<file path="src/verilog/kplk_pkg.sv">
// constants, types and helpers shared by the keypad lock and event block
package kplk_pkg;
	// ==========================================
	// event code space
	localparam int KPLK_NPIN = 18;
	localparam logic [6:0] KPLK_NCOLS = 7'h0A;
	localparam logic [6:0] KPLK_KEY_BASE = 7'h01;
	localparam logic [6:0] KPLK_KEY_LAST = 7'h50;
	localparam logic [6:0] KPLK_PIN_BASE = 7'h61;
	localparam logic [6:0] KPLK_PIN_LAST = 7'h72;
	localparam int KPLK_PRESS_BIT = 7;
	// ==========================================
	// register byte offsets
	localparam logic [7:0] KPLK_OFS_CTRL = 8'h00;
	localparam logic [7:0] KPLK_OFS_UNLOCK_KEYS = 8'h04;
	localparam logic [7:0] KPLK_OFS_TIMERS = 8'h08;
	localparam logic [7:0] KPLK_OFS_PIN_EN = 8'h0C;
	localparam logic [7:0] KPLK_OFS_PIN_POL = 8'h10;
	localparam logic [7:0] KPLK_OFS_STATUS = 8'h14;
	// ==========================================
	// field positions
	localparam int KPLK_CTRL_LOCK = 0;
	localparam int KPLK_CTRL_UT_EN = 1;
	localparam int KPLK_CTRL_MT_EN = 2;
	localparam int KPLK_CTRL_TRK_DIS = 3;
	localparam int KPLK_KEY2_POS = 8;
	localparam int KPLK_MASK_POS = 8;
	localparam int KPLK_CNT_POS = 8;
	localparam int KPLK_LAST_POS = 16;
	// ==========================================
	// reset values
	localparam logic [3:0] KPLK_CTRL_RST = 4'h0;
	localparam logic [14:0] KPLK_KEYS_RST = 15'h0000;
	localparam logic [15:0] KPLK_TIMERS_RST = 16'h0000;
	localparam logic [17:0] KPLK_PIN_RST = 18'h00000;
	// ==========================================
	// timer base: one tick per millisecond
	localparam int KPLK_TICK_US = 1000;
	localparam int KPLK_CLK_MHZ = 25;
	localparam int KPLK_TICK_CYCLES = KPLK_TICK_US * KPLK_CLK_MHZ;
	// ==========================================
	// lock state machine, gray coded along unlocked-locked-first
	typedef enum logic [1:0] {
		KPLK_ST_UNLOCKED = 2'h0,
		KPLK_ST_LOCKED = 2'h1,
		KPLK_ST_FIRST = 2'h3
	} kplk_state_type;
	// matrix key code from row and column
	function automatic logic [6:0] kplk_key_code(input logic [2:0] row, input logic [3:0] col);
		kplk_key_code = 7'({4'h0, row} * KPLK_NCOLS + {3'h0, col} + KPLK_KEY_BASE);
	endfunction : kplk_key_code
endpackage : kplk_pkg

</file>
<file path="src/verilog/kplk_core.sv">
// keypad lock, unlock sequence and input-pin event logic with wishbone registers
`timescale 1ns/1ps
module kplk_core import kplk_pkg::*; #(
	parameter int TICK_CYCLES = KPLK_TICK_CYCLES,
	parameter int NPIN = KPLK_NPIN
) (
	// clock and reset
	input wire logic clk,
	input wire logic rst,
	// wishbone slave
	input wire logic [7:0] wb_adr_i,
	input wire logic [31:0] wb_dat_i,
	input wire logic [3:0] wb_sel_i,
	input wire logic wb_we_i,
	input wire logic wb_cyc_i,
	input wire logic wb_stb_i,
	output logic [31:0] wb_dat_o,
	output logic wb_ack_o,
	// debounced matrix key events from the scan engine
	input wire logic key_valid,
	input wire logic [2:0] key_row,
	input wire logic [3:0] key_col,
	input wire logic key_press,
	// general input pins, asynchronous
	input wire logic [NPIN-1:0] general_input_pin,
	// event output, interrupt pulses and unlock status level
	output logic evt_valid,
	output logic [7:0] evt_byte,
	output logic key_int,
	output logic keylock_int,
	output logic unlocked
);
	// ==========================================
	// helpers
	function automatic logic [31:0] merge(input logic [31:0] old, input logic [31:0] nw,
		input logic [3:0] sel);
		for (int i = 0; i < 4; i++) begin
			merge[i*8 +: 8] = sel[i] ? nw[i*8 +: 8] : old[i*8 +: 8];
		end
	endfunction : merge

	// ==========================================
	// register and bus state
	logic [3:0] ctrl_q, ctrl_d;
	logic [14:0] keys_q, keys_d;
	logic [15:0] tmr_q, tmr_d;
	logic [NPIN-1:0] pen_q, pen_d, ppol_q, ppol_d;
	logic ack_q, ack_d;
	logic [31:0] rdat_q, rdat_d;
	logic [31:0] wm;
	logic lock_set;
	// core state
	kplk_state_type st_q, st_d;
	logic [NPIN-1:0] sync1_q, sync2_q, pressed_q, pressed_d;
	logic [15:0] tick_q, tick_d;
	logic [7:0] mcnt_q, mcnt_d, ucnt_q, ucnt_d, ecnt_q, ecnt_d;
	logic mrun_q, mrun_d;
	logic ev_q, ev_d, kint_q, kint_d, klint_q, klint_d;
	logic [7:0] byte_q, byte_d;
	// combinational event selection
	logic have, is_pin, press, locked, record, tick, m_exp, u_exp;
	logic [6:0] code;
	logic [NPIN-1:0] hit;

	assign locked = (st_q != KPLK_ST_UNLOCKED);

	// ==========================================
	// wishbone: ack one cycle after request, write at the acked edge
	always_comb begin
		ctrl_d = ctrl_q;
		keys_d = keys_q;
		tmr_d = tmr_q;
		pen_d = pen_q;
		ppol_d = ppol_q;
		rdat_d = rdat_q;
		lock_set = 1'b0;
		wm = 32'h00000000;
		ack_d = wb_cyc_i && wb_stb_i && !ack_q;
		if (ack_d) begin
			case (wb_adr_i)
				KPLK_OFS_CTRL: rdat_d = {28'h0000000, ctrl_q};
				KPLK_OFS_UNLOCK_KEYS: rdat_d = {17'h00000, keys_q};
				KPLK_OFS_TIMERS: rdat_d = {16'h0000, tmr_q};
				KPLK_OFS_PIN_EN: rdat_d = 32'(pen_q);
				KPLK_OFS_PIN_POL: rdat_d = 32'(ppol_q);
				KPLK_OFS_STATUS: rdat_d = {8'h00, byte_q, ecnt_q, 5'h00, st_q, !locked};
				default: rdat_d = 32'h00000000;
			endcase
		end
		if (wb_cyc_i && wb_stb_i && wb_we_i && ack_q) begin
			case (wb_adr_i)
				KPLK_OFS_CTRL: begin
					wm = merge({28'h0000000, ctrl_q}, wb_dat_i, wb_sel_i);
					ctrl_d = wm[3:0];
					ctrl_d[KPLK_CTRL_LOCK] = 1'b0;
					lock_set = wb_sel_i[0] && wb_dat_i[KPLK_CTRL_LOCK];
				end
				KPLK_OFS_UNLOCK_KEYS: begin
					wm = merge({17'h00000, keys_q}, wb_dat_i, wb_sel_i);
					keys_d = wm[14:0];
				end
				KPLK_OFS_TIMERS: begin
					wm = merge({16'h0000, tmr_q}, wb_dat_i, wb_sel_i);
					tmr_d = wm[15:0];
				end
				KPLK_OFS_PIN_EN: begin
					wm = merge(32'(pen_q), wb_dat_i, wb_sel_i);
					pen_d = wm[NPIN-1:0];
				end
				KPLK_OFS_PIN_POL: begin
					wm = merge(32'(ppol_q), wb_dat_i, wb_sel_i);
					ppol_d = wm[NPIN-1:0];
				end
				default: ;
			endcase
		end
	end

	// register file flops, all defaults at reset
	always_ff @(posedge clk or posedge rst) begin
		if (rst) begin
			ctrl_q <= KPLK_CTRL_RST;
			keys_q <= KPLK_KEYS_RST;
			tmr_q <= KPLK_TIMERS_RST;
			pen_q <= KPLK_PIN_RST;
			ppol_q <= KPLK_PIN_RST;
			ack_q <= 1'b0;
			rdat_q <= 32'h00000000;
		end else begin
			ctrl_q <= ctrl_d;
			keys_q <= keys_d;
			tmr_q <= tmr_d;
			pen_q <= pen_d;
			ppol_q <= ppol_d;
			ack_q <= ack_d;
			rdat_q <= rdat_d;
		end
	end

	assign wb_ack_o = ack_q;
	assign wb_dat_o = rdat_q;

	// ==========================================
	// core: pin levels, event choice, lock machine and timers
	always_comb begin
		have = 1'b0;
		is_pin = 1'b0;
		press = 1'b0;
		code = 7'h00;
		pressed_d = pressed_q & pen_q;
		// pin wants service while its active level differs from the armed state
		hit = pen_q & ((sync2_q ~^ ppol_q) ^ pressed_q);
		if (key_valid) begin
			have = 1'b1;
			press = key_press;
			code = kplk_key_code(key_row, key_col);
		end else begin
			for (int i = NPIN - 1; i >= 0; i--) begin
				if (hit[i]) begin
					have = 1'b1;
					is_pin = 1'b1;
					press = !pressed_q[i];
					code = KPLK_PIN_BASE + 7'(i);
				end
			end
			for (int i = 0; i < NPIN; i++) begin
				if (hit[i] && (hit & ((NPIN'(1) << i) - NPIN'(1))) == '0) begin
					pressed_d[i] = !pressed_q[i];
				end
			end
		end
		// matrix and pin events share one path
		record = have && (!locked || (is_pin && !ctrl_q[KPLK_CTRL_TRK_DIS]));
		ev_d = record;
		byte_d = record ? {press, code} : byte_q;
		ecnt_d = ecnt_q + 8'(record);
		kint_d = record || (locked && have && press);
		klint_d = 1'b0;
		// timer tick
		tick = (tick_q == 16'(TICK_CYCLES - 1));
		tick_d = tick ? 16'h0000 : tick_q + 16'h0001;
		m_exp = ctrl_q[KPLK_CTRL_MT_EN] && mrun_q && tick && mcnt_q >= tmr_q[15:KPLK_MASK_POS];
		u_exp = ctrl_q[KPLK_CTRL_MT_EN] && ctrl_q[KPLK_CTRL_UT_EN] && st_q == KPLK_ST_FIRST
			&& tick && ucnt_q >= tmr_q[7:0];
		mcnt_d = (mrun_q && tick) ? mcnt_q + 8'h01 : mcnt_q;
		ucnt_d = (st_q == KPLK_ST_FIRST && tick) ? ucnt_q + 8'h01 : ucnt_q;
		mrun_d = mrun_q;
		st_d = st_q;
		case (st_q)
			KPLK_ST_UNLOCKED: begin
				mrun_d = 1'b0;
			end
			KPLK_ST_LOCKED: begin
				if (m_exp) begin
					mrun_d = 1'b0;
				end else if (have && press) begin
					if (!mrun_q) begin
						mrun_d = 1'b1;
						mcnt_d = 8'h00;
					end
					if (code == keys_q[6:0]) begin
						st_d = KPLK_ST_FIRST;
						ucnt_d = 8'h00;
					end
				end
			end
			KPLK_ST_FIRST: begin
				if (m_exp || u_exp) begin
					st_d = KPLK_ST_LOCKED;
					mrun_d = 1'b0;
				end else if (have && press) begin
					if (code == keys_q[14:KPLK_KEY2_POS]) begin
						st_d = KPLK_ST_UNLOCKED;
						klint_d = 1'b1;
					end else if (code != keys_q[6:0]) begin
						st_d = KPLK_ST_LOCKED;
					end
				end
			end
			default: st_d = KPLK_ST_UNLOCKED;
		endcase
		if (lock_set && st_q == KPLK_ST_UNLOCKED) begin
			st_d = KPLK_ST_LOCKED;
		end
	end

	// core flops
	always_ff @(posedge clk or posedge rst) begin
		if (rst) begin
			sync1_q <= '0;
			sync2_q <= '0;
			pressed_q <= '0;
			st_q <= KPLK_ST_UNLOCKED;
			tick_q <= 16'h0000;
			mcnt_q <= 8'h00;
			ucnt_q <= 8'h00;
			ecnt_q <= 8'h00;
			mrun_q <= 1'b0;
			ev_q <= 1'b0;
			kint_q <= 1'b0;
			klint_q <= 1'b0;
			byte_q <= 8'h00;
		end else begin
			sync1_q <= general_input_pin;
			sync2_q <= sync1_q;
			pressed_q <= pressed_d;
			st_q <= st_d;
			tick_q <= tick_d;
			mcnt_q <= mcnt_d;
			ucnt_q <= ucnt_d;
			ecnt_q <= ecnt_d;
			mrun_q <= mrun_d;
			ev_q <= ev_d;
			kint_q <= kint_d;
			klint_q <= klint_d;
			byte_q <= byte_d;
		end
	end

	assign evt_valid = ev_q;
	assign evt_byte = byte_q;
	assign key_int = kint_q;
	assign keylock_int = klint_q;
	assign unlocked = !locked;

	// ==========================================
	// assertions
	property p_code;
		@(posedge clk) disable iff (rst) key_valid && !locked
			|=> evt_valid && evt_byte == {$past(key_press), kplk_key_code($past(key_row), $past(key_col))};
	endproperty
	a_code: assert property (p_code) else $error("key code wrong");
	property p_lock_quiet;
		@(posedge clk) disable iff (rst) key_valid && locked |=> !evt_valid;
	endproperty
	a_lock_quiet: assert property (p_lock_quiet) else $error("key recorded while locked");
	property p_wake;
		@(posedge clk) disable iff (rst) have && press && locked |=> key_int;
	endproperty
	a_wake: assert property (p_wake) else $error("no wake interrupt");
	property p_klint;
		@(posedge clk) disable iff (rst) keylock_int
			|-> $past(st_q) == KPLK_ST_FIRST && st_q == KPLK_ST_UNLOCKED;
	endproperty
	a_klint: assert property (p_klint) else $error("keylock without sequence");
	property p_mexp;
		@(posedge clk) disable iff (rst) m_exp |=> st_q == KPLK_ST_LOCKED && !mrun_q;
	endproperty
	a_mexp: assert property (p_mexp) else $error("mask expiry ignored");
	property p_uexp;
		@(posedge clk) disable iff (rst) st_q == KPLK_ST_FIRST && !ctrl_q[KPLK_CTRL_MT_EN] && !have
			|=> st_q == KPLK_ST_FIRST;
	endproperty
	a_uexp: assert property (p_uexp) else $error("unlock timeout without mask");
	property p_range;
		@(posedge clk) disable iff (rst) evt_valid |-> (evt_byte[6:0] >= KPLK_KEY_BASE
			&& evt_byte[6:0] <= KPLK_KEY_LAST) || (evt_byte[6:0] >= KPLK_PIN_BASE
			&& evt_byte[6:0] <= KPLK_PIN_LAST);
	endproperty
	a_range: assert property (p_range) else $error("event code out of range");
	property p_track;
		@(posedge clk) disable iff (rst) locked && ctrl_q[KPLK_CTRL_TRK_DIS] |=> !evt_valid;
	endproperty
	a_track: assert property (p_track) else $error("pin event while locked");
	property p_pin_rel;
		@(posedge clk) disable iff (rst) is_pin && !press && record
			|=> evt_valid && !evt_byte[KPLK_PRESS_BIT];
	endproperty
	a_pin_rel: assert property (p_pin_rel) else $error("release marked as press");
	c_unlock: cover property (@(posedge clk) disable iff (rst) keylock_int);
	c_mexp: cover property (@(posedge clk) disable iff (rst) m_exp);
	c_pin: cover property (@(posedge clk) disable iff (rst) evt_valid && evt_byte[6:0] >= KPLK_PIN_BASE);
endmodule : kplk_core

</file>
<file path="config.mk">
export PLATFORM = sky130hd
export DESIGN_NAME = kplk_core
export DESIGN_NICKNAME = d
export VERILOG_FILES = /design/src/verilog/kplk_pkg.sv /design/src/verilog/kplk_core.sv
export SDC_FILE = /design/constraint.sdc
export NUM_CORES = 1
export LEC_CHECK = 0
export BUFFER_PORTS_ARGS = -buffer_cell sky130_fd_sc_hd__buf_4
export CAP_MARGIN = 20
export CORE_AREA = 2 2 143 145
export DETAILED_ROUTE_END_ITERATION = 8
export DIE_AREA = 0 0 145 147
export MAX_ROUTING_LAYER = met4
export PLACE_DENSITY = 0.75
export SLEW_MARGIN = 30
export SYNTH_ARGS = -nofsm -noshare
export SYNTH_HDL_FRONTEND = slang
export SYNTH_SLANG_ARGS = --single-unit
</file>
<file path="constraint.sdc">
create_clock -name clk -period 10.7 [get_ports clk]
set_input_delay 1.07 -clock clk [delete_from_list [all_inputs] [get_ports clk]]
set_output_delay 1.07 -clock clk [all_outputs]
set_load 0.02 [all_outputs]
</file>
Yosys cells after proc, flatten, opt, wreduce, memory -nomap -nowiden
Cells that the tools add are included.
{"block": "totals", "regBits": 211, "inputBits": 76, "output_inout_bits": 45, "word_cells": 261}
{"block": "op_classes", "add_sub_neg": 6, "mul": 1, "magnitude_cmp": 2, "n_eq_ne": 19, "mux": 108, "n_bitwise": 4, "n_reduce_logical": 95}
{"operator": "18-bit zero test", "n": 17}
{"operator": "24-bit one-hot mux with 6 select lines", "n": 1}
{"operator": "7-bit two-way mux", "n": 19}
{"operator": "8-bit two-way mux", "n": 10}
{"operator": "1-bit two-way mux", "n": 66}
{"operator": "1-bit logical AND", "n": 37}
{"operator": "18-bit bitwise AND", "n": 2}
{"operator": "3-bit AND reduction", "n": 12}
{"operator": "1-bit zero test", "n": 21}
{"operator": "18-bit two-way mux", "n": 1}
{"operator": "18-bit bitwise XNOR", "n": 1}
{"operator": "18-bit bitwise XOR", "n": 1}
{"operator": "16-bit by 1-bit adder with 16-bit output, second input constant", "n": 1}
{"operator": "8-bit by 1-bit adder with 8-bit output, second input constant", "n": 2}
{"operator": "16-bit by 15-bit equality test with 1-bit output, second input constant", "n": 1}
{"operator": "8-bit by 4-bit equality test with 1-bit output, second input constant", "n": 2}
{"operator": "8-bit by 5-bit equality test with 1-bit output, second input constant", "n": 2}
{"operator": "8-bit >= comparator", "n": 2}
{"operator": "16-bit two-way mux", "n": 1}
{"operator": "2-bit two-way mux", "n": 8}
{"operator": "7-bit equality test", "n": 2}
{"operator": "3-bit inequality test, second input constant", "n": 4}
{"operator": "8-bit by 1-bit adder with 8-bit output", "n": 1}
{"operator": "8-bit by 3-bit equality test with 1-bit output, second input constant", "n": 1}
{"operator": "other kinds (17)", "n": 20}

Longest topological paths before layout
Gate-level depths: netlist of the first run.
{"block": "logic_depth", "depth_word": 29, "ltp_mapped": 12, "ltp_nobuf": 12}

Least setup slack after synthesis of the first run
OpenSTA, ideal clock, no wires.
{"block": "synth_path", "path_kind": "input to register", "startpoint": "input key_row[0]", "endpoint": "register st_q[0]", "setup_ps": 128, "arrival_time_ps": 3679, "required_time_ps": 10572, "path_slack_ps": 6894, "stages": 11, "n_path_buf": 0, "cell_sequence": "ha_1 -> ha_1 -> nor2_1 -> nor3_1 -> mux2_2 -> or4b_1 -> a31o_1 -> a21oi_1 -> nand4_1 -> o41ai_1 -> nand2_1"}
{"block": "synth_via", "elab_chain_cells": 10, "word_cells_on_any_way": 15, "cone_classes": "add/sub (2); mul (1); eq/ne (5); mux (6); reduce/logical (1)"}
{"item": "start, declared", "line_no": "kplk_core.sv:21", "source": "input wire logic [2:0] key_row,"}
{"item": "3-bit by 3-bit multiplier with 6-bit output (*)", "line_no": "kplk_pkg.sv:50", "source": "kplk_key_code = 7'({4'h0, row} * KPLK_NCOLS + {3'h0, col} + KPLK_KEY_BASE);"}
{"item": "7-bit by 4-bit adder with 7-bit output (*)", "line_no": "kplk_pkg.sv:50"}
{"item": "7-bit by 1-bit adder with 7-bit output (*)", "line_no": "kplk_pkg.sv:50"}
{"item": "7-bit two-way mux (*)", "line_no": "kplk_core.sv:153", "source": "if (key_valid) begin"}
{"item": "7-bit equality test", "line_no": "kplk_core.sv:212", "source": "if (code == keys_q[14:KPLK_KEY2_POS]) begin"}
{"item": "2-bit two-way mux", "line_no": "kplk_core.sv:212"}
{"item": "2-bit two-way mux", "line_no": "kplk_core.sv:211", "source": "end else if (have && press) begin"}
{"item": "2-bit two-way mux", "line_no": "kplk_core.sv:208", "source": "if (m_exp || u_exp) begin"}
{"item": "2-bit one-hot mux with 3 select lines", "line_no": "kplk_core.sv:189", "source": "case (st_q)"}
{"item": "2-bit two-way mux", "line_no": "kplk_core.sv:222", "source": "if (lock_set && st_q == KPLK_ST_UNLOCKED) begin"}
{"item": "end signal, assigned", "line_no": "kplk_core.sv:247", "source": "st_q <= st_d;"}
{"item": "end, declared", "line_no": "kplk_core.sv:53", "source": "kplk_state_type st_q, st_d;"}
Mark *: on every way between the ends. The rest lies on a longest branch, timed or not. The select of a mux whose other input is x is not followed.
A chain may end at the register's enable or synchronous reset.

Final worst setup path of the first run
{"block": "layout_path", "startpoint": "input wb_adr_i[3]", "endpoint": "register pen_q[14]"}
{"block": "layout_via", "elab_chain_cells": 2}
{"item": "start, declared", "line_no": "kplk_core.sv:11", "source": "input wire logic [7:0] wb_adr_i,"}
{"item": "8-bit by 4-bit equality test with 1-bit output", "line_no": "kplk_core.sv:91", "source": "case (wb_adr_i)"}
{"item": "3-bit AND reduction (no source line)"}
{"item": "end signal, assigned", "line_no": "kplk_core.sv:133", "source": "pen_q <= pen_d;"}
{"item": "end, declared", "line_no": "kplk_core.sv:47", "source": "logic [NPIN-1:0] pen_q, pen_d, ppol_q, ppol_d;"}
Every way passes these cells.

==> summary.txt, run 1 <==
CP cell instances -> buf_4 > nor2b_1 > and3_1 > nand2_1 > nor2_1 > mux2_2
Synth cell types -> 82
Worst EP arrival -> 4.16 ns
Area growth, synth to finish -> 16.3%
Seq cells post-synth -> 203
Worst-path clk slew -> 0.06 ns
Antenna fix cells -> 0
Gp weighted congestion -> 0.895
Residual DRC -> 0
Fin crit period -> 3.77 ns
Synth warn -> 0
Hold Path Class -> flip-flop to flip-flop
Gr usage total -> 0.254
Setup TNS -> 0 ns
Post-DR wirelength/cell -> 19.2 um
CP Max Fanout -> 17
1st-iter DRT viols -> 667
Synth area leader -> dfrtp_1
DP HPWL -> 19,000 um
Starting density of the core -> 0.537
Hold-fix buffers, CTS -> 0
Post-CTS Setup Inserts -> 0
CTS resizes -> 0
Final setup fails -> 0
Initial antenna violation count -> 0
CP endpoint kind -> flip-flop
Crit path depth -> 6
Die area -> 0.0213 mm^2
Number of H-tree levels -> 1
Setup Skew -> 0.00926 ns
RSZ-0062 raised after global routing -> no
Num CTS Buffers -> 23
Largest net degree at the start of global routing -> 132
Die width -> 145 um
Worst Hold Depth -> 0
Slowest stage cell, crit path -> nor2b_1
Max Fclk -> 266 MHz
Top delay family on crit path -> simple AND/OR/NAND/NOR gates
Area contributors post-synth -> dfrtp_1 48%, mux2_2 7.6%, nand2_1 3.6%, ha_1 3.2%, xnor3_1 3.2%
Max Slew Vio Count -> 0
Vias in the first global route -> 7,816
Peak VDD IR -> 0.000130 V
Global-route wire length before repair -> 42,100 um
Final period util -> 0.352
Leak -> 0.00564 uW
Post-synth EDFFs -> 0
Startpoint Class -> input pin
Req. time, crit path -> 11.09 ns
CP max stage delay -> 0.77 ns
Via Count -> 7,980
IO Port Bufs -> 97
Outcome -> completed
Avg Cell Area, Syn -> 11.0 um^2
R2r worst-path depth -> 11
Worst Max-Slew Pin Slew -> 1.02 ns
Max cap viols -> 0
Buf+Inv Stages, Crit Path -> 1
Mapped cell area -> 0.0107 mm^2
Sequential-to-total area share from yosys stat -> 0.477
Clk_lat worst skew -> 0.51 ns
1st-pass router iterations -> 7
Die Y -> 147 um
Routed Antenna Nets -> 0
Async SR Flop Fraction -> 1.00
Layout cell share with drive strength beyond 1 -> 0.215
Vias per std cell -> 5.90
Finished Core Util -> 0.625
Top cell type's share of synthesized area -> 0.477
Kind of critical path -> input pin to flip-flop
Nets -> 1,172
Wirelength, routed -> 26,000 um
Row count -> 52
CTS tree -> done
Main flop type after synthesis -> dfrtp_1
Final hold vios -> 0
CTS sink count -> 203
Post-Syn Instances -> 968
Clock Tree Root -> clkbuf_16
Layout filler cell count -> 1,629
# IOs -> 121
Core Box Area -> 0.0198 mm^2
Relative slew slack -> 0.318
Grt total ovfl -> 0
Pwr Density -> 152 mW/mm^2
Clk buf depth -> 3
[cell usage in the layout, fill, tap and decap left out, drive strengths merged, types with 14 or more instances in the layout]
cell type / n
o21ai: 35
nor2b: 19
and2: 16
nor2: 76
a21oi: 25
inv: 32
mux2: 72
nand2: 102
mux2i: 24
dfrtp: 203
ha: 27
nor3: 14
clkbuf: 33
xor2: 26
xnor2: 33
a22o: 25
a22oi: 23
xnor3: 15
buf: 103
nand3: 22
[worst reg2reg max path, delay by kind of cell (launching register included)]
kind / cells / cell delay [ns]
compound gates: 7 / 2.04
simple gates: 2 / 0.69
flops: 1 / 0.42
fa+ha+maj: 1 / 0.26
buf+inv: 1 / 0.06
[metal layers]
| metal | global-route usage | part of all wire | vias up |
|---|---|---|---|
| met5 | - | 0 | - |
| met4 | 0.0777 | 0.030 | 0 |
| met3 | 0.0401 | 0.060 | 59 |
| met2 | 0.402 | 0.48 | 281 |
| met1 | 0.340 | 0.43 | 3971 |
| li1 | - | - | 3669 |
[power breakdown]
part	total [uW]	switching [uW]	internal, uW
combinational	277	157	120
clock	759	307	452
sequential	843	36.8	806
total	1880	501	1380
[cell usage after synthesis, types with 3 or more instances]
master / number
a211oi_1: 5
a21boi_0: 3
a21o_1: 6
a21oi_1: 24
a221o_1: 4
a22o_1: 25
a22oi_1: 20
a31oi_1: 6
and2_1: 15
and3_1: 10
buf_4: 8
clkbuf_1: 26
dfrtp_1: 203
ha_1: 27
inv_1: 33
mux2_2: 72
mux2i_1: 24
nand2_1: 102
nand2b_1: 6
nand3_1: 22
nand3b_1: 4
nand4_1: 6
nor2_1: 75
nor2b_1: 19
nor3_1: 13
nor4_1: 7
o2111ai_1: 3
o211ai_1: 6
o21a_1: 3
o21ai_0: 33
o22ai_1: 11
o2bb2ai_1: 3
o31ai_1: 3
o41ai_1: 3
or3_1: 4
xnor2_1: 32
xnor3_1: 15
xor2_1: 26
xor3_1: 3
[layout make-up]
type	instances	area, um^2	share of cell area
multi-input cells	704	5340	0.431
flip-flops and latches	203	5080	0.410
repair buffers	103	777	0.0627
clock buffers	33	663	0.0535
well taps	270	338	0.0273
inverters	33	136	0.0110
clock inverters	6	58.8	0.00474
[stage by stage]
stage | hold WS (ns) | instances | instance area, um^2 | setup WS, ns | total power (uW)
2_1_floorplan | 0.331 | 975 | 10700 | 4.09 | 1040
3_3_place_gp | 0.333 | 1313 | 11600 | 6.53 | 1120
3_5_place_dp | 0.335 | 1313 | 11700 | 6.43 | 1130
4_1_cts | 0.347 | 1352 | 12400 | 6.97 | 1890
5_1_grt | 0.353 | 1352 | 12400 | 6.83 | 1950
6_report | 0.345 | 1352 | 12400 | 6.93 | 1880
[worst paths after layout]
path / from / endpoint / slack, ns
max: wb_adr_i[3] / pen_q[14] / 6.93
min: sync1_q[3] / sync2_q[3] / 0.34
max reg2reg: mcnt_q[0] / st_q[1] / 7.16
min reg2reg: sync1_q[3] / sync2_q[3] / 0.34
max in group asynchronous: rst / sync2_q[14] / 8.96
min in group asynchronous: rst / sync1_q[5] / 0.65
[state kept, by name, indices dropped and copies added (netlist names), 2 cells and up]
register,flops
ucnt_q,8
mcnt_q,8
tmr_q,16
wb_dat_o,24
sync2_q,18
evt_byte,8
ppol_q,18
pressed_q,18
ctrl_q,3
keys_q,15
ecnt_q,8
tick_q,16
pen_q,18
sync1_q,18
st_q,2
[cells by family (layout without fill, tap and decap cells)]
group	after synthesis	in the layout	share of synthesized area
AND/OR/NAND/NOR	301	301	0.141
buffers and inverters	68	175	0.0268
other	1	8	0.000352
adder cells (fa/ha/maj)	28	28	0.0336
AO/OA/AOI/OAI	194	194	0.136
flip-flops	203	203	0.477
XOR/XNOR	77	77	0.0876
multiplexers	96	96	0.0986
Note: power is estimated with default switching activity, not from simulation.
==> run 2, diff against run 1 <==
Settings changed: CORE_AREA 2 2 143 145 to 2 2 145 147, DIE_AREA 0 0 145 147 to 0 0 147 149, PLACE_DENSITY 0.75 to 0.76.
Clock period 10.7 ns to 3.22 ns, I/O delays scaled along.
==> summary.txt, run 2 (synthesis results as in run 1) <==
Area growth, synth to finish -> 21.8%
Design Area, Final -> 0.0130 mm^2 (+4.8%)
Die Y -> 149 um (+1.4%)
Hold Path Class -> input pin to flip-flop
Worst EP arrival -> 3.38 ns (-0.78 ns)
Total power -> 6370 uW (+240%)
RSZ-0062 raised after global routing -> no
Combinational share of power -> 0.163 (+0.016)
Setup Skew -> 0.0132 ns (+0.00394 ns)
Relative slew slack -> 0.440 (+0.123)
Worst-path clk slew -> 0.06 ns (about the same)
Global-route wire length before repair -> 43,200 um (+2.7%)
Clock share of power -> 0.398 (-0.006)
Starting density of the core -> 0.519 (-0.0186)
Routed Antenna Nets -> 0 (unchanged)
Worst Max-Slew Pin Slew -> 0.833 ns (-0.188 ns)
Grt total ovfl -> 0 (unchanged)
Nets -> 1,239 (+5.7%)
Flip-flop count of the largest register after layout -> 24 (unchanged)
Residual DRC -> 0 (unchanged)
Reg-to-reg endpoint -> st_q[1]
Outcome -> completed
Core Box Area -> 0.0206 mm^2 (+3.6%)
Peak VDD IR -> 0.000446 V (+240%)
Psw -> 1690 uW (+240%)
Commonest non-fill, non-tap cell in the layout -> dfrtp_1
1st-iter DRT viols -> 682 (+2.2%)
Layout cell share with drive strength beyond 1 -> 0.250 (+0.0342)
Final setup fails -> 0 (unchanged)
Min-delay src -> wb_dat_i[16]
Final period util -> 0.933
Startpoint Class -> flip-flop
Fin crit period -> 3.00 ns
IO Port Bufs -> 97 (unchanged)
Sw frac -> 0.265 (-0.00100)
Largest net degree at the start of global routing -> 119 (-9.8%)
Clock Tree Root -> clkbuf_16
Max Slew Vio Count -> 0 (unchanged)
Worst Hold Depth -> 3 (+3)
# IOs -> 121 (unchanged)
DP HPWL -> 19,900 um (+4.7%)
Die area -> 0.0219 mm^2 (+2.8%)
Vias per std cell -> 5.76 (-2.4%)
CTS tree -> done
Vias in the first global route -> 8,110 (+3.8%)
CP Max Fanout -> 9 (-8)
Hold EP -> pen_q[16]
Wirelength, routed -> 27,100 um (+4.3%)
Most frequent cells in the layout -> 203 x dfrtp_1, 149 x buf_4, 102 x nand2_1
Post-DR wirelength/cell -> 19.0 um (-1.1%)
Num CTS Buffers -> 23 (unchanged)
Critical path startpoint -> ppol_q[14]
Gp weighted congestion -> 0.954 (+6.5%)
Number of H-tree levels -> 1 (unchanged)
CP endpoint kind -> flip-flop
Max cap viols -> 0 (unchanged)
Die width -> 147 um (+1.4%)
Pwr Density -> 491 mW/mm^2 (+220%)
Initial antenna violation count -> 0 (unchanged)
CTS sink count -> 203 (unchanged)
R2r worst-path depth -> 11 (unchanged)
Row count -> 53 (+1.9%)
Max Fclk -> 333 MHz
Clk buf depth -> 3 (unchanged)
Placed instance area -> 0.0120 mm^2 (+3.3%)
Layout filler cell count -> 1,627 (-0.12%)
Pint -> 4680 uW (+240%)
Final hold vios -> 0 (unchanged)
Clk_lat worst skew -> 0.51 ns (about the same)
Via Count -> 8,210 (+2.9%)
Gr usage total -> 0.257 (+0.00311)
Req. time, crit path -> 3.60 ns (-7.49 ns)
Sequential share of power -> 0.440 (-0.009)
1st-pass router iterations -> 5 (-2)
RR Startpoint -> ppol_q[14]
Antenna fix cells -> 0 (unchanged)
Leak -> 0.00598 uW (+5.9%)
Kind of critical path -> flip-flop to flip-flop
Reg2reg setup slack -> 0.22 ns (-6.94 ns)
run 2: cell types whose count changed in the layout (fill, tap and decap cells not counted), moves of 2 or more:
| cell | change |
|---|---|
| clkinvlp_4 | +2 |
| dlygate4sd3_1 | +19 |
| a2111oi_2 | +2 |
| buf_4 | +47 |
| clkbuf_1 | -3 |
| clkinv_2 | +2 |
| buf_12 | +2 |
| a2111oi_0 | -2 |
run 2: how the worst max path moves through the flow:
| stage | to | slack, ns |
|---|---|---|
| after detailed placement | st_q[0] | -0.13 |
| after floorplan | st_q[0] | 0.16 |
| final | st_q[1] | 0.22 |
| after CTS | st_q[1] | 0.13 |
| after global routing | st_q[1] | 0.09 |
| after global placement | st_q[0] | -0.11 |
run 2: final cells by class:
class                           instances  area, um^2  area share
Tap cell                              275         344      0.0265
Inverter                               33         128     0.00983
Timing Repair Buffer                  170        1350       0.104
Multi-Input combinational cell        704        5350       0.412
Clock inverter                          9        76.3     0.00588
Clock buffer                           31         666      0.0513
Sequential cell                       203        5080       0.391
run 2: per-stage QoR:
stage / TNS (ns) / hold slack [ns] / instances / util / worst slack [ns]
6_report: 0 / 0.0461 / 1425 / 0.632 / 0.216
5_1_grt: 0 / 0.0651 / 1425 / 0.632 / 0.0910
3_5_place_dp: -0.237 / 0.229 / 1366 / 0.586 / -0.126
4_1_cts: 0 / 0.0394 / 1425 / 0.631 / 0.130
3_3_place_gp: -0.193 / 0.225 / 1366 / 0.586 / -0.108
2_1_floorplan: 0 / 0.331 / 975 / - / 0.162
run 2: metal layers:
metal	part of all wire	track usage	routed length, um
met1	0.43	0.343	11700
met2	0.47	0.406	12700
met3	0.068	0.0434	1840
met4	0.034	0.0822	924
met5	0	-	0
run 2: what timing repair did:
action	in CTS	in global routing
setup endpoints to repair	0	20
hold buffers	19	0
resized for setup	0	5
buffers inserted	0	0
hold endpoints to repair	19	0
run 2: critical path, stage by stage (launching register included):
cell	delay, ns
dfrtp_1	0.44
xnor3_1	0.43
a22oi_2	0.38
nand4_1	0.14
buf_4	0.18
nor2_4	0.08
mux2_2	0.33
a32o_1	0.26
nand4b_2	0.14
nor4_4	0.05
buf_4	0.19
a221o_1	0.26
run 2: power groups by stage:
stage	Combinational [uW]	Clock, uW	Sequential, uW
finish	1040	2530	2800
global route	1140	2690	2820
CTS	1010	2580	2800
detailed placement	982	0	2850
global placement	961	0	2840
floorplan	622	0	2840
